`config.mk`:
```
export PLATFORM = sky130hd
export DESIGN_NAME = spci_core
export DESIGN_NICKNAME = d
export VERILOG_FILES = /design/src/spci_pkg.sv /design/src/spci_core.sv
export SDC_FILE = /design/constraint.sdc
export NUM_CORES = 1
export LEC_CHECK = 0
export BUFFER_PORTS_ARGS = -buffer_cell sky130_fd_sc_hd__buf_2
export CAP_MARGIN = 20
export CORE_ASPECT_RATIO = 1.4
export CORE_MARGIN = 4
export CORE_UTILIZATION = 63
export CTS_CLUSTER_SIZE = 20
export DETAILED_ROUTE_END_ITERATION = 8
export MAX_ROUTING_LAYER = met4
export PLACE_DENSITY_LB_ADDON = 0.05
export SKIP_CTS_REPAIR_TIMING = 1
export SLEW_MARGIN = 20
export SYNTH_ARGS = -nofsm -noshare
export SYNTH_HDL_FRONTEND = slang
export SYNTH_SLANG_ARGS = --single-unit
```
`constraint.sdc`:
```
create_clock -name clk_sys_in -period 6.3 [get_ports clk_sys_in]
set_clock_uncertainty 0.2 [all_clocks]
set_input_delay 0.63 -clock clk_sys_in [delete_from_list [all_inputs] [get_ports clk_sys_in]]
set_output_delay 0.63 -clock clk_sys_in [all_outputs]
set_load 0.02 [all_outputs]
```
`src/spci_pkg.sv`:
```
// Constants for the serial port control, error and interrupt block
//
// Overview of operation
// - Select handling disabled: slave selected unless phase zero, no role fault detected.
// - Select handling disabled: select pin released as a general purpose line.
// - Byte completing while previous byte unread raises the overrun flag.
// - On overrun the new byte is dropped; the unread byte stays.
// - Three interrupt sources: transfer done, role fault, transmit empty.
// - Transfer done set per byte; interrupts only with tx-empty enable clear.
// - Transmit empty set while buffer free; interrupts only with enable set.
// - Role fault set when master sees select low or slave sees select rise.
// - Control bit 6 enables; clearing it resets internal state.
// - Control bit 5 disables select use; slave ignores it when phase zero.
// - Select use disabled means no role fault interrupt request.
// - Control bit 4 chooses role: zero slave, one master.
// - Control bit 3 sets the serial clock idle level.
// - Control bit 2 chooses the sampling edge.
// - Rate bits 7,1,0 pick divide 4 to 128; 000 and 111 invalid.
// - Control register resets to 0x14.
// - Role fault interrupt only with its enable set.
// - Master role fault clears enable and master bits.
// - Transfer done clears on status read then data access.
// - Overrun and role fault clear on status read.
package spci_pkg;
  localparam logic [7:0] SPCI_CTRL_ADDR   = 8'hD4;
  localparam logic [7:0] SPCI_STAT_ADDR   = 8'hD5;
  localparam logic [7:0] SPCI_DATA_ADDR   = 8'hC5;
  localparam logic [7:0] SPCI_CTRL_RESET  = 8'h14;
  localparam logic [7:0] SPCI_STAT_RESET  = 8'h08;
  localparam int         SPCI_RATE_HI_BIT = 7;
  localparam int         SPCI_EN_BIT      = 6;
  localparam int         SPCI_SELECT_PIN_DISABLE_BIT   = 5;
  localparam int         SPCI_MASTER_ROLE_BIT    = 4;
  localparam int         SPCI_IDLE_BIT    = 3;
  localparam int         SPCI_EDGE_BIT    = 2;
  localparam int         SPCI_RATE_MID_BIT = 1;
  localparam int         SPCI_RATE_LO_BIT = 0;
  localparam int         SPCI_DONE_BIT    = 7;
  localparam int         SPCI_OVR_BIT     = 5;
  localparam int         SPCI_FAULT_BIT   = 4;
  localparam int         SPCI_TXE_BIT     = 3;
  localparam int         SPCI_LSB_BIT     = 2;
  localparam int         SPCI_TXEIE_BIT   = 1;
  localparam int         SPCI_FAULTIE_BIT = 0;
  localparam int         SPCI_BITS        = 8;
  localparam logic [3:0] SPCI_BITCNT_RESET = 4'h0;
  localparam logic [6:0] SPCI_DIV_RESET   = 7'h00;
  typedef enum logic [1:0] {SPCI_IDLE, SPCI_LOAD, SPCI_SHIFT, SPCI_DONE}
    spci_state_t;
endpackage

```
`src/spci_core.sv`:
```
// Serial port control, error detection and interrupt logic
`timescale 1ns/10ps
`default_nettype none
module spci_core (
  input  wire logic       clk_sys_in,
  input  wire logic       rst_n_in,
  input  wire logic [7:0] addr_in,
  input  wire logic [7:0] wdata_in,
  input  wire logic       wr_in,
  input  wire logic       rd_in,
  output logic      [7:0] rdata_out,
  output logic            irq_out,
  input  wire logic       sck_in,
  output logic            sck_out,
  output logic            sck_oe_n_out,
  input  wire logic       mosi_in,
  output logic            mosi_out,
  output logic            mosi_oe_n_out,
  input  wire logic       miso_in,
  output logic            miso_out,
  output logic            miso_oe_n_out,
  input  wire logic       ss_n_in,
  output logic            ss_pin_gpio_out
);
  // Two-flop synchronisers for pins
  logic [3:0] sync1_reg, sync2_reg, sync3_reg;
  always_ff @(posedge clk_sys_in or negedge rst_n_in) begin
    if (!rst_n_in) begin
      sync1_reg <= 4'hF;
      sync2_reg <= 4'hF;
      sync3_reg <= 4'hF;
    end else begin
      sync1_reg <= {ss_n_in, sck_in, mosi_in, miso_in};
      sync2_reg <= sync1_reg;
      sync3_reg <= sync2_reg;
    end
  end
  logic ss_s, sck_s, sck_d, mosi_s, miso_s;
  assign ss_s   = sync2_reg[3];
  assign sck_s  = sync2_reg[2];
  assign sck_d  = sync3_reg[2];
  assign mosi_s = sync2_reg[1];
  assign miso_s = sync2_reg[0];

  logic [7:0] ctrl_reg, ctrl_next;
  logic [7:0] stat_reg, stat_next;
  logic [7:0] rx_reg, rx_next;
  logic [7:0] tx_reg, tx_next;
  logic [7:0] sh_reg, sh_next;
  logic [3:0] bit_reg, bit_next;
  logic [6:0] div_reg, div_next;
  logic       sck_reg, sck_next;
  logic       txf_reg, txf_next;
  logic       stat_rd_reg, stat_rd_next;
  logic       ss_d_reg;
  logic [7:0] rdata_reg, rdata_next;
  spci_pkg::spci_state_t state_reg, state_next;

  logic en, master_role, select_pin_disable, clock_idle_level, clock_sample_edge, lsbf;
  assign en    = ctrl_reg[spci_pkg::SPCI_EN_BIT];
  assign master_role  = ctrl_reg[spci_pkg::SPCI_MASTER_ROLE_BIT];
  assign select_pin_disable = ctrl_reg[spci_pkg::SPCI_SELECT_PIN_DISABLE_BIT];
  assign clock_idle_level  = ctrl_reg[spci_pkg::SPCI_IDLE_BIT];
  assign clock_sample_edge  = ctrl_reg[spci_pkg::SPCI_EDGE_BIT];
  assign lsbf  = stat_reg[spci_pkg::SPCI_LSB_BIT];

  // Select usage; slave with phase zero needs the pin for framing
  logic ss_used, selected;
  assign ss_used  = !select_pin_disable || (!master_role && !clock_sample_edge);
  assign selected = ss_used ? !ss_s : 1'b1;

  // Half-period less one, in system clocks, from rate code
  logic [2:0] rate;
  logic [6:0] half;
  logic       rate_ok;
  assign rate = {ctrl_reg[spci_pkg::SPCI_RATE_HI_BIT],
                 ctrl_reg[spci_pkg::SPCI_RATE_MID_BIT],
                 ctrl_reg[spci_pkg::SPCI_RATE_LO_BIT]};
  always_comb begin
    rate_ok = 1'b1;
    case (rate)
      3'h1:    half = 7'h01;
      3'h2:    half = 7'h03;
      3'h3:    half = 7'h07;
      3'h4:    half = 7'h0F;
      3'h5:    half = 7'h1F;
      3'h6:    half = 7'h3F;
      default: begin
        half    = 7'h00;
        rate_ok = 1'b0;
      end
    endcase
  end

  logic wr_ctrl, wr_stat, wr_data, rd_stat, rd_data;
  assign wr_ctrl = wr_in && (addr_in == spci_pkg::SPCI_CTRL_ADDR);
  assign wr_stat = wr_in && (addr_in == spci_pkg::SPCI_STAT_ADDR);
  assign wr_data = wr_in && (addr_in == spci_pkg::SPCI_DATA_ADDR);
  assign rd_stat = rd_in && (addr_in == spci_pkg::SPCI_STAT_ADDR);
  assign rd_data = rd_in && (addr_in == spci_pkg::SPCI_DATA_ADDR);

  // Edge events: master from divider, slave from synchronised clock
  logic m_tick, s_lead, s_trail, lead, trail;
  assign m_tick  = (div_reg == half) && (state_reg == spci_pkg::SPCI_SHIFT);
  assign s_lead  = (sck_s != sck_d) && (sck_s != clock_idle_level);
  assign s_trail = (sck_s != sck_d) && (sck_s == clock_idle_level);
  assign lead    = master_role ? (m_tick && (sck_reg == clock_idle_level)) : (s_lead && selected);
  assign trail   = master_role ? (m_tick && (sck_reg != clock_idle_level)) : (s_trail && selected);
  logic smp, shf;
  assign smp = clock_sample_edge ? trail : lead;
  assign shf = clock_sample_edge ? lead : trail;

  logic fault_now, byte_end;
  always_comb begin
    ctrl_next    = ctrl_reg;
    stat_next    = stat_reg;
    rx_next      = rx_reg;
    tx_next      = tx_reg;
    sh_next      = sh_reg;
    bit_next     = bit_reg;
    div_next     = div_reg;
    sck_next     = sck_reg;
    txf_next     = txf_reg;
    state_next   = state_reg;
    stat_rd_next = stat_rd_reg;
    rdata_next   = 8'h00;
    byte_end     = 1'b0;
    // Master sees select low, or slave sees select rise, in any state while enabled
    fault_now = en && ss_used && !select_pin_disable &&
                (master_role ? !ss_s : (ss_s && !ss_d_reg));
    if (rd_stat) rdata_next = stat_reg & 8'hBF;
    if (rd_data) rdata_next = rx_reg;
    if (rd_in && addr_in == spci_pkg::SPCI_CTRL_ADDR) rdata_next = ctrl_reg;
    if (wr_ctrl) ctrl_next = wdata_in;
    if (wr_stat) begin
      stat_next[spci_pkg::SPCI_LSB_BIT]     = wdata_in[spci_pkg::SPCI_LSB_BIT];
      stat_next[spci_pkg::SPCI_TXEIE_BIT]   = wdata_in[spci_pkg::SPCI_TXEIE_BIT];
      stat_next[spci_pkg::SPCI_FAULTIE_BIT] =
        wdata_in[spci_pkg::SPCI_FAULTIE_BIT];
    end
    if (wr_data) begin
      tx_next  = wdata_in;
      txf_next = 1'b1;
    end
    // Status read arms the done clear, then data access completes it
    if (rd_stat) begin
      stat_next[spci_pkg::SPCI_OVR_BIT]   = 1'b0;
      stat_next[spci_pkg::SPCI_FAULT_BIT] = 1'b0;
      stat_rd_next = 1'b1;
    end
    if ((rd_data || wr_data) && stat_rd_reg) begin
      stat_next[spci_pkg::SPCI_DONE_BIT] = 1'b0;
      stat_rd_next = 1'b0;
    end
    if (!en) begin
      // Disabled port holds the engine in reset
      state_next = spci_pkg::SPCI_IDLE;
      bit_next   = spci_pkg::SPCI_BITCNT_RESET;
      div_next   = spci_pkg::SPCI_DIV_RESET;
      sck_next   = clock_idle_level;
    end else begin
      case (state_reg)
        spci_pkg::SPCI_IDLE: begin
          sck_next = master_role ? clock_idle_level : sck_reg;
          bit_next = spci_pkg::SPCI_BITCNT_RESET;
          if (txf_reg || wr_data || (!master_role && selected)) begin
            state_next = spci_pkg::SPCI_LOAD;
          end
        end
        spci_pkg::SPCI_LOAD: begin
          if (txf_reg) sh_next = tx_reg;
          txf_next   = wr_data;
          div_next   = spci_pkg::SPCI_DIV_RESET;
          state_next = (master_role && !rate_ok) ? spci_pkg::SPCI_IDLE
                                          : spci_pkg::SPCI_SHIFT;
        end
        spci_pkg::SPCI_SHIFT: begin
          div_next = m_tick ? spci_pkg::SPCI_DIV_RESET
                            : div_reg + 7'h01;
          if (master_role && m_tick) sck_next = !sck_reg;
          if (smp) begin
            if (lsbf) sh_next = {(master_role ? miso_s : mosi_s), sh_reg[7:1]};
            else      sh_next = {sh_reg[6:0], (master_role ? miso_s : mosi_s)};
            bit_next = bit_reg + 4'h1;
          end
          // Trailing edge on or after the eighth sample ends the byte
          if (trail && bit_next == 4'(spci_pkg::SPCI_BITS)) begin
            state_next = spci_pkg::SPCI_DONE;
          end
          if (!master_role && !selected) state_next = spci_pkg::SPCI_IDLE;
        end
        spci_pkg::SPCI_DONE: begin
          byte_end   = 1'b1;
          state_next = spci_pkg::SPCI_IDLE;
          if (stat_reg[spci_pkg::SPCI_DONE_BIT]) begin
            stat_next[spci_pkg::SPCI_OVR_BIT] = 1'b1;
          end else begin
            rx_next = sh_reg;
          end
          stat_next[spci_pkg::SPCI_DONE_BIT] = 1'b1;
        end
        default: state_next = spci_pkg::SPCI_IDLE;
      endcase
    end
    if (fault_now) begin
      stat_next[spci_pkg::SPCI_FAULT_BIT] = 1'b1;
      state_next = spci_pkg::SPCI_IDLE;
      if (master_role) begin
        ctrl_next[spci_pkg::SPCI_EN_BIT]   = 1'b0;
        ctrl_next[spci_pkg::SPCI_MASTER_ROLE_BIT] = 1'b0;
      end
    end
    stat_next[spci_pkg::SPCI_TXE_BIT] = !txf_next;
  end

  always_ff @(posedge clk_sys_in or negedge rst_n_in) begin
    if (!rst_n_in) begin
      ctrl_reg    <= spci_pkg::SPCI_CTRL_RESET;
      stat_reg    <= spci_pkg::SPCI_STAT_RESET;
      rx_reg      <= 8'h00;
      tx_reg      <= 8'h00;
      sh_reg      <= 8'h00;
      bit_reg     <= spci_pkg::SPCI_BITCNT_RESET;
      div_reg     <= spci_pkg::SPCI_DIV_RESET;
      sck_reg     <= 1'b0;
      txf_reg     <= 1'b0;
      stat_rd_reg <= 1'b0;
      ss_d_reg    <= 1'b1;
      rdata_reg   <= 8'h00;
      state_reg   <= spci_pkg::SPCI_IDLE;
    end else begin
      ctrl_reg    <= ctrl_next;
      stat_reg    <= stat_next;
      rx_reg      <= rx_next;
      tx_reg      <= tx_next;
      sh_reg      <= sh_next;
      bit_reg     <= bit_next;
      div_reg     <= div_next;
      sck_reg     <= sck_next;
      txf_reg     <= txf_next;
      stat_rd_reg <= stat_rd_next;
      ss_d_reg    <= ss_s;
      rdata_reg   <= rdata_next;
      state_reg   <= state_next;
    end
  end

  // Gated interrupt sources
  logic irq_done, irq_txe, irq_fault;
  assign irq_done  = stat_reg[spci_pkg::SPCI_DONE_BIT] &&
                     !stat_reg[spci_pkg::SPCI_TXEIE_BIT];
  assign irq_txe   = stat_reg[spci_pkg::SPCI_TXE_BIT] &&
                     stat_reg[spci_pkg::SPCI_TXEIE_BIT];
  assign irq_fault = stat_reg[spci_pkg::SPCI_FAULT_BIT] &&
                     stat_reg[spci_pkg::SPCI_FAULTIE_BIT] && !select_pin_disable;
  assign irq_out   = irq_done || irq_txe || irq_fault;

  assign rdata_out       = rdata_reg;
  assign sck_out         = sck_reg;
  assign sck_oe_n_out    = !(en && master_role);
  assign mosi_out        = lsbf ? sh_reg[0] : sh_reg[7];
  assign mosi_oe_n_out   = !(en && master_role);
  assign miso_out        = lsbf ? sh_reg[0] : sh_reg[7];
  assign miso_oe_n_out   = !(en && !master_role && selected);
  assign ss_pin_gpio_out = select_pin_disable;
  logic unused_shf;
  assign unused_shf = shf;
endmodule
`default_nettype wire

```
==> impl_metrics.toml, run 1 <==
[sta]
timing.hold.ws_ns = 0.1449
slew_violations = 0
rsz0062_at_grt = "no"
hold_viol_final = 0
setup_viol = 0
fin_crit_sh_pct = 46.89
tightest_slew_ns = 0.9062
maxSlewHeadroom_pct = 39.59
setup_ws_ns = 3.346
fmax_mhz = 338.5
period_minus_slack_ns = 2.954
final.setup.tns_ns = 0

[hold_path]
hold_class = "reg2reg"
hold_depth = 0
hold_start = "sync1_reg[3]$_DFF_PN1_"

[synth]
ys_seq_area_share_pct = 49.98
syn-num-nets = 377
async_flop_share_pct = 100.0
synthSimpleGateAreaFrac_pct = 15.27
synth-compound-area-share_pct = 13.74
synth_cells = 351
synth_area_per_cell_um2 = 10.51
synth_top_family_by_area = "simple AND/OR/NAND/NOR gates"
synth-edff-count = 0
yosysWarnings = 0
synth_mux_area_share_pct = 15.03
synthFlopType = "dfrtp_1"
synthXorXnorAreaFrac_pct = 1.425
synth_area_mm2 = 0.003687
ys_ff_latch = 73
synth_cell_types = 57
synth_fa_ha_area_share_pct = 0.9841

[worst_setup_path]
cp.arrival_ns = 2.98
crit_end = "sh_reg[4]$_DFFE_PN0P_"
crit_start = "ctrl_reg[1]$_DFFE_PN0P_"
critical_path_class = "reg2reg"
r2r_start = "ctrl_reg[1]$_DFFE_PN0P_"
rrSetupSlack_ns = 3.35
crit_path_start_kind = "flop"
crit_required_ns = 6.32
regToRegEndpoint = "sh_reg[4]$_DFFE_PN0P_"
reg2reg_depth = 8
critPathCaptureType = "flop"
cp_max_fo = 15

[placement]
gp_congestion = 0.8601
place.port_buffers = 39
hpwl_um = 5682
pre_cts_slack_ns = 3.370

[die]
fp.dieArea_mm2 = 0.007158
die_h_um = 98.52
pin_count = 40
die_w_um = 72.66
core_mm2 = 0.005605
rows = 32
start_util_pct = 65.78

[detailed_routing]
drc = 0
routed_wl_um = 7950
routedWlPerCell_um = 17.47
vias_per_cell = 5.965
drtPass1Iterations = 4
vias = 2714
drtIter0Drc = 147
postRouteAntennaNets = 0

[outcome]
outcome = "completed"

[clock_network]
clk_pin_slew_ns = 0.09
cts-root-buf = "clkbuf_8"
cts.sinks = 73
cts_tree = "built"
cts-buffers-inserted = 9
h-tree-depth = 3
cts_buffer_depth = 2
clock_latency_ns = 0.35

[grt]
grt.overflow.total = 0
antenna_found_initial = 0
grt_max_degree = 74
grt_usage_pct = 24.82
grt_pass1_wl_um = 13250
grt_pass1_vias = 2653

[finish]
syn_to_final_growth_pct = 11.47
antenna_cells = 0
final_layout_size_suffix_gt1_share_pct = 29.20
fin_util_pct = 73.33
nets = 408
final_cell_mix = "dfrtp_1 (60), nand2_1 (41), buf_2 (39)"
final_common_cell = "dfrtp_1"
fill_cells = 396

[power]
power_leakage_nw = 1.823
worst_ir_drop_vdd_mv = 0.2140
powerDensity_mw_per_mm2 = 240.8

[run]
cap_violations = 0
==> report_power, final <==
part,switching [W],leakage [nW],internal [W]
combinational,0.0000414,0.767,0.0000336
sequential,0.0000171,0.951,0.000484
clock,0.000179,0.105,0.000234
total,0.000238,1.82,0.000752
==> logic make-up after synthesis <==
group	Yosys count
flops	73
buf+inv	30
xor+xnor	6
compound gates	74
mux	50
fa+ha+maj	3
simple gates	115
==> cells in the mapped netlist, types with 3 or more instances <==
library cell / instances / area [µm²]
a21oi_1: 14 / 70.07
a22oi_1: 8 / 60.06
a31oi_1: 5 / 31.28
and3_1: 3 / 18.77
buf_2: 3 / 15.01
clkbuf_1: 13 / 48.80
dfrtp_1: 60 / 1501
dfstp_2: 13 / 341.6
inv_1: 10 / 37.54
mux2_1: 9 / 101.4
mux2_2: 34 / 382.9
mux2i_1: 7 / 70.07
nand2_1: 41 / 153.9
nand2b_1: 6 / 37.54
nand3_1: 16 / 80.08
nand3b_1: 4 / 30.03
nor2_1: 20 / 75.07
nor2b_1: 5 / 31.28
nor3_1: 5 / 25.02
o21ai_0: 24 / 120.1
o21ai_1: 3 / 15.01
xnor2_1: 4 / 35.03
==> worst max-delay path: stages (launching register included) <==
cell and delay (ns):
dfrtp_1 0.61, inv_1 0.13, a2111oi_1 0.34, a31oi_1 0.07, a32o_1 0.29, o31a_1 0.41
o21ai_2 0.21, nand2_2 0.18, mux2_1 0.38
==> metal layers <==
layer	up-vias	GRT usage, %	wire (µm)
li1	1316	-	-
met1	1337	29.95	3270
met2	45	40.47	4242
met3	16	4.592	245
met4	0	10.23	191
met5	-	-	0
==> stage by stage <==
step	power, W	cells	cell area [µm²]
2_1_floorplan	0.0005536	351	3687
3_3_place_gp	0.0005828	439	3881
3_5_place_dp	0.0005848	439	3881
4_1_cts	0.0009956	455	4110
5_1_grt	0.001030	455	4110
6_report	0.0009898	455	4110
==> worst min path at each step <==
stage	slack, ns	to
detailed placement	0.15	sync2_reg[0]$_DFF_PN1_
floorplan	0.13	bit_reg[0]$_DFFE_PN0P_
global route	0.15	sync1_reg[2]$_DFF_PN1_
CTS	0.15	sync2_reg[3]$_DFF_PN1_
global placement	0.15	sync2_reg[1]$_DFF_PN1_
finish	0.14	sync2_reg[3]$_DFF_PN1_
==> final cells by class <==
type                            count  area, µm²  share of cell area [%]
Tap cell                           68      85.08                   2.070
Sequential cell                    73       1843                   44.84
Timing Repair Buffer               40      202.7                   4.931
Inverter                           10      37.54                  0.9132
Multi-Input combinational cell    248       1713                   41.67
Clock inverter                      6      91.34                   2.222
Clock buffer                       10      137.6                   3.349
No activity file was read; power rests on OpenSTA's default activity.
==> run 2: changes to the inputs <==
CORE_UTILIZATION = 53   (was 63)
clock period = 2.6 ns   (was 6.3 ns; I/O delays follow)
==> impl_metrics.toml, run 2 (same netlist as run 1, synthesis figures left out) <==
[outcome]
outcome = "finished with violations"
failed_checks = "negative setup slack"

[finish]
nets = 445
syn_to_final_growth_pct = 22.23
final_common_cell = "dfrtp_1"
final_cell_mix = "dfrtp_1 (58), nand2_1 (41), buf_2 (39)"
final_layout_size_suffix_gt1_share_pct = 35.14
antenna_cells = 0
fin_util_pct = 67.71

[sta]
final.setup.tns_ns = -0.02429
tightest_slew_ns = 0.6973
setup_viol = 2
fin_crit_sh_pct = 100.8
maxSlewHeadroom_pct = 53.51
fmax_mhz = 381.5
hold_viol_final = 0
slew_violations = 0
rsz0062_at_grt = "yes"
setup_ws_ns = -0.02096
period_minus_slack_ns = 2.621

[grt]
grt_util_met2_pct = 40.44
antenna_found_initial = 0
grt_pass1_vias = 2946
grt_pass1_wl_um = 14360
use_met1_pct = 25.92
grt_usage_pct = 22.85
grt.busiest_layer = "met2"
grt_max_degree = 46
grt.overflow.total = 0
met3_usage_pct = 3.277

[placement]
place.port_buffers = 39
hpwl_um = 6514
pre_cts_slack_ns = -0.05658
gp_congestion = 0.9191

[detailed_routing]
vias = 2902
drc = 0
postRouteAntennaNets = 0
routed_wl_um = 8933
drtPass1Iterations = 4
vias_per_cell = 5.624
drtIter0Drc = 108
routedWlPerCell_um = 17.31

[run]
cap_violations = 0

[clock_network]
clk_pin_slew_ns = 0.08
h-tree-depth = 3
cts-root-buf = "clkbuf_8"
cts_tree = "built"
cts-buffers-inserted = 9
cts.sinks = 73
clock_latency_ns = 0.35
cts_buffer_depth = 2

[die]
die_w_um = 78.50
die_h_um = 106.7
fp.dieArea_mm2 = 0.008375
pin_count = 40
core_mm2 = 0.006656
rows = 35
start_util_pct = 55.39

[hold_path]
hold_end = "ctrl_reg[2]$_DFFE_PN1P_"
hold_start = "wdata_in[2]"
hold_depth = 2
hold_class = "in2reg"

[worst_setup_path]
slowest_delay_ns = 0.45
r2r_start = "ctrl_reg[1]$_DFFE_PN0P_"
crit_path_start_kind = "flop"
critical_path.cell_chain = "mux2_1, nand2_1, a21oi_2, o311ai_4, o31ai_4, or4_1, a2111o_1, o32ai_2"
critPathCaptureType = "flop"
crit_required_ns = 2.66
slowest_stage = "dfrtp_2"
regToRegEndpoint = "state_reg[0]$_DFFE_PN0P_"
reg2reg_depth = 8
rrSetupSlack_ns = -0.02
cp_max_fo = 5
critical_path_class = "reg2reg"
cp.arrival_ns = 2.68

[power]
worst_ir_drop_vdd_mv = 0.4696
power_leakage_nw = 2.043
powerDensity_mw_per_mm2 = 540.8
total_power_w = 0.002437
==> run 2: cell count changes in the layout (fill, tap and decap cells not counted), moves of 2 or more <==
cell and delta:
buf_4 +24, dlygate4sd3_1 +11, mux2_1 -4, mux2_4 +4, dfrtp_1 -2, dfrtp_2 +2
==> run 2: where the power goes <==
part           switching (W)  internal [W]  leakage, nW
logic               0.000127      0.000116        0.990
clock network       0.000426      0.000565        0.106
registers          0.0000290       0.00117        0.948
total               0.000582       0.00186         2.04
==> run 2: layer usage <==
layer | part of all wire (%) | vias up
met5 | 0 | -
met1 | 41 | 1458
met2 | 55 | 38
met3 | 2.1 | 15
met4 | 1.9 | 0
li1 | - | 1391
==> run 2: final cells by class <==
class,count,area [µm²]
Tap cell,92,115.1
Clock buffer,11,141.4
Sequential cell,73,1846
Inverter,10,37.54
Multi-Input combinational cell,248,1763
Fill cell,551,2150
Clock inverter,5,80.08
Timing Repair Buffer,77,524.3
==> run 2: stage by stage <==
stage	hold WS (ns)	instance area (µm²)	std cells
global placement	0.1414	4096	486
floorplan	-0.2356	3687	351
finish	0.01578	4507	516
global route	0.007628	4507	516
CTS	-0.2348	4318	502
detailed placement	0.1489	4096	486
==> run 2: worst max-delay path by stage <==
stage	end	slack (ns)	cells past startpoint	start
floorplan	sh_reg[0]$_DFFE_PN0P_	0.07	7	ctrl_reg[0]$_DFFE_PN0P_
global placement	state_reg[0]$_DFFE_PN0P_	0.08	8	ctrl_reg[1]$_DFFE_PN0P_
detailed placement	state_reg[0]$_DFFE_PN0P_	-0.06	8	ctrl_reg[7]$_DFFE_PN0P_
CTS	sh_reg[5]$_DFFE_PN0P_	-0.07	8	ctrl_reg[7]$_DFFE_PN0P_
global route	state_reg[0]$_DFFE_PN0P_	-0.07	8	ctrl_reg[1]$_DFFE_PN0P_
finish	state_reg[0]$_DFFE_PN0P_	-0.02	8	ctrl_reg[1]$_DFFE_PN0P_
==> run 2: critical path, delay by kind of cell (launching register included) <==
| kind | cells | cell delay [ns] |
|---|---|---|
| AOI/OAI and AO/OA | 5 | 1.08 |
| DFF | 1 | 0.45 |
| muxes | 1 | 0.32 |
| and+or+nand+nor | 2 | 0.50 |
==> run 3: changes to the inputs <==
==> constraint.sdc (replaced) <==
create_clock -name clk_sys_in -period 2.6 [get_ports clk_sys_in]
set_clock_uncertainty 0.2 [all_clocks]
set_input_delay 0.52 -clock clk_sys_in [delete_from_list [all_inputs] [get_ports clk_sys_in]]
set_output_delay 0.52 -clock clk_sys_in [all_outputs]
set_load 0.02 [all_outputs]
==> impl_metrics.toml, run 3 (same netlist as run 1, synthesis figures left out) <==
[finish]
fill_cells = 543
finish.instance_area_mm2 = 0.004451
final_layout_size_suffix_gt1_share_pct = 36.14
syn_to_final_growth_pct = 20.70
multi_input_area_mm2 = 0.001763
nets = 436
fin_util_pct = 66.86
final_common_cell = "dfrtp_1"
register_area_mm2 = 0.001844
antenna_cells = 0
final_cell_mix = "dfrtp_1 (59), nand2_1 (41), buf_2 (39)"

[sta]
setup_viol = 2
setup_ws_ns = -0.06771
maxSlewHeadroom_pct = 63.85
slew_violations = 0
final.setup.tns_ns = -0.09132
rsz0062_at_grt = "yes"
hold_viol_final = 0
timing.hold.ws_ns = 0.07161
tightest_slew_ns = 0.5422
fin_crit_sh_pct = 102.6
fmax_mhz = 374.9
period_minus_slack_ns = 2.668

[worst_setup_path]
r2r_start = "ctrl_reg[1]$_DFFE_PN0P_"
reg2reg_depth = 8
critical_path.cell_chain = "or4_4, a21oi_4, o311ai_4, or2_4, buf_4, a2bb2oi_1, a2111o_1, o32ai_2"
cp.arrival_ns = 2.72
crit_path_start_kind = "flop"
crit_family = "compound AO/OA/AOI/OAI gates"
crit_required_ns = 2.65
slowest_delay_ns = 0.54
crit_cells = 8
crit_start = "ctrl_reg[1]$_DFFE_PN0P_"
crit_end = "state_reg[0]$_DFFE_PN0P_"
rrSetupSlack_ns = -0.07
slowest_stage = "or4_4"
critPathBufInv = 1
critPathCaptureType = "flop"
regToRegEndpoint = "state_reg[0]$_DFFE_PN0P_"
cp_max_fo = 8
critical_path_class = "reg2reg"

[placement]
placed_cell_area_mm2 = 0.004126
place.port_buffers = 39
hpwl_um = 6467
gp_congestion = 0.8963

[die]
pin_count = 40
core_mm2 = 0.006656
die_h_um = 106.7
rows = 35
start_util_pct = 55.39
die_w_um = 78.50
fp.dieArea_mm2 = 0.008375

[power]
total_power_w = 0.002568
powerDensity_mw_per_mm2 = 577.0
power_leakage_nw = 2.035
worst_ir_drop_vdd_mv = 0.5291

[detailed_routing]
postRouteAntennaNets = 0
vias = 2896
routed_wl_um = 8870
routedWlPerCell_um = 17.50
drtIter0Drc = 143
drtPass1Iterations = 4
vias_per_cell = 5.712
drc = 0

[clock_network]
clock_latency_ns = 0.35
clk_pin_slew_ns = 0.08
cts.sinks = 73
h-tree-depth = 3
cts_buffer_depth = 2
cts_tree = "built"
cts-buffers-inserted = 9
cts-root-buf = "clkbuf_8"

[outcome]
outcome = "finished with violations"
failed_checks = "negative setup slack"

[grt]
antenna_found_initial = 0
grt_pass1_vias = 2897
grt_pass1_wl_um = 14290
grt_max_degree = 51
grt.overflow.total = 0
grt_usage_pct = 22.78

[run]
cap_violations = 0

[hold_path]
hold_class = "in2reg"
-- run 3: how the worst min path moves through the flow --
stage	startpoint	end	slack, ns	cells past startpoint
2_1_floorplan	rst_n_in	bit_reg[0]$_DFFE_PN0P_	0.02	0
3_3_place_gp	rst_n_in	bit_reg[0]$_DFFE_PN0P_	0.15	1
3_5_place_dp	rst_n_in	bit_reg[0]$_DFFE_PN0P_	0.15	1
4_1_cts	rst_n_in	bit_reg[0]$_DFFE_PN0P_	-0.23	1
5_1_grt	sck_in	sync1_reg[2]$_DFF_PN1_	0.05	1
6_report	mosi_in	sync1_reg[1]$_DFF_PN1_	0.07	1
-- run 3: layout make-up --
type	instances	area share, %
flip-flops and latches	73	41.44
well taps	92	2.586
multi-input cells	248	39.61
clock buffers	12	3.711
clock inverters	4	2.193
repair buffers	68	9.615
inverters	10	0.8434
-- run 3: routing by layer --
metal	vias to the layer above	part of all wire (%)	track usage, %
li1	1378	-	-
met1	1442	40	26.31
met2	55	55	39.83
met3	21	2.5	3.950
met4	0	2.7	8.000
met5	-	0	-
-- run 3: worst reg2reg max path: cells and delay by family, from the launching register on --
family,cells,cell delay [ns]
AND/OR/NAND/NOR,2,0.81
AO/OA/AOI/OAI,5,0.96
flip-flops,1,0.46
buffers and inverters,1,0.14
-- run 3: metrics by stage --
stage | setup WS [ns] | instances
after floorplan | 0.07424 | 351
after global placement | 0.003137 | 490
after detailed placement | -0.06157 | 490
after CTS | -0.1196 | 506
after global routing | -0.1564 | 507
final | -0.06771 | 507
-- run 3: report_power, final --
part	leakage, nW	switching, W	internal [W]
logic	0.957	0.000122	0.000107
clock network	0.129	0.000418	0.000716
registers	0.950	0.0000310	0.00117
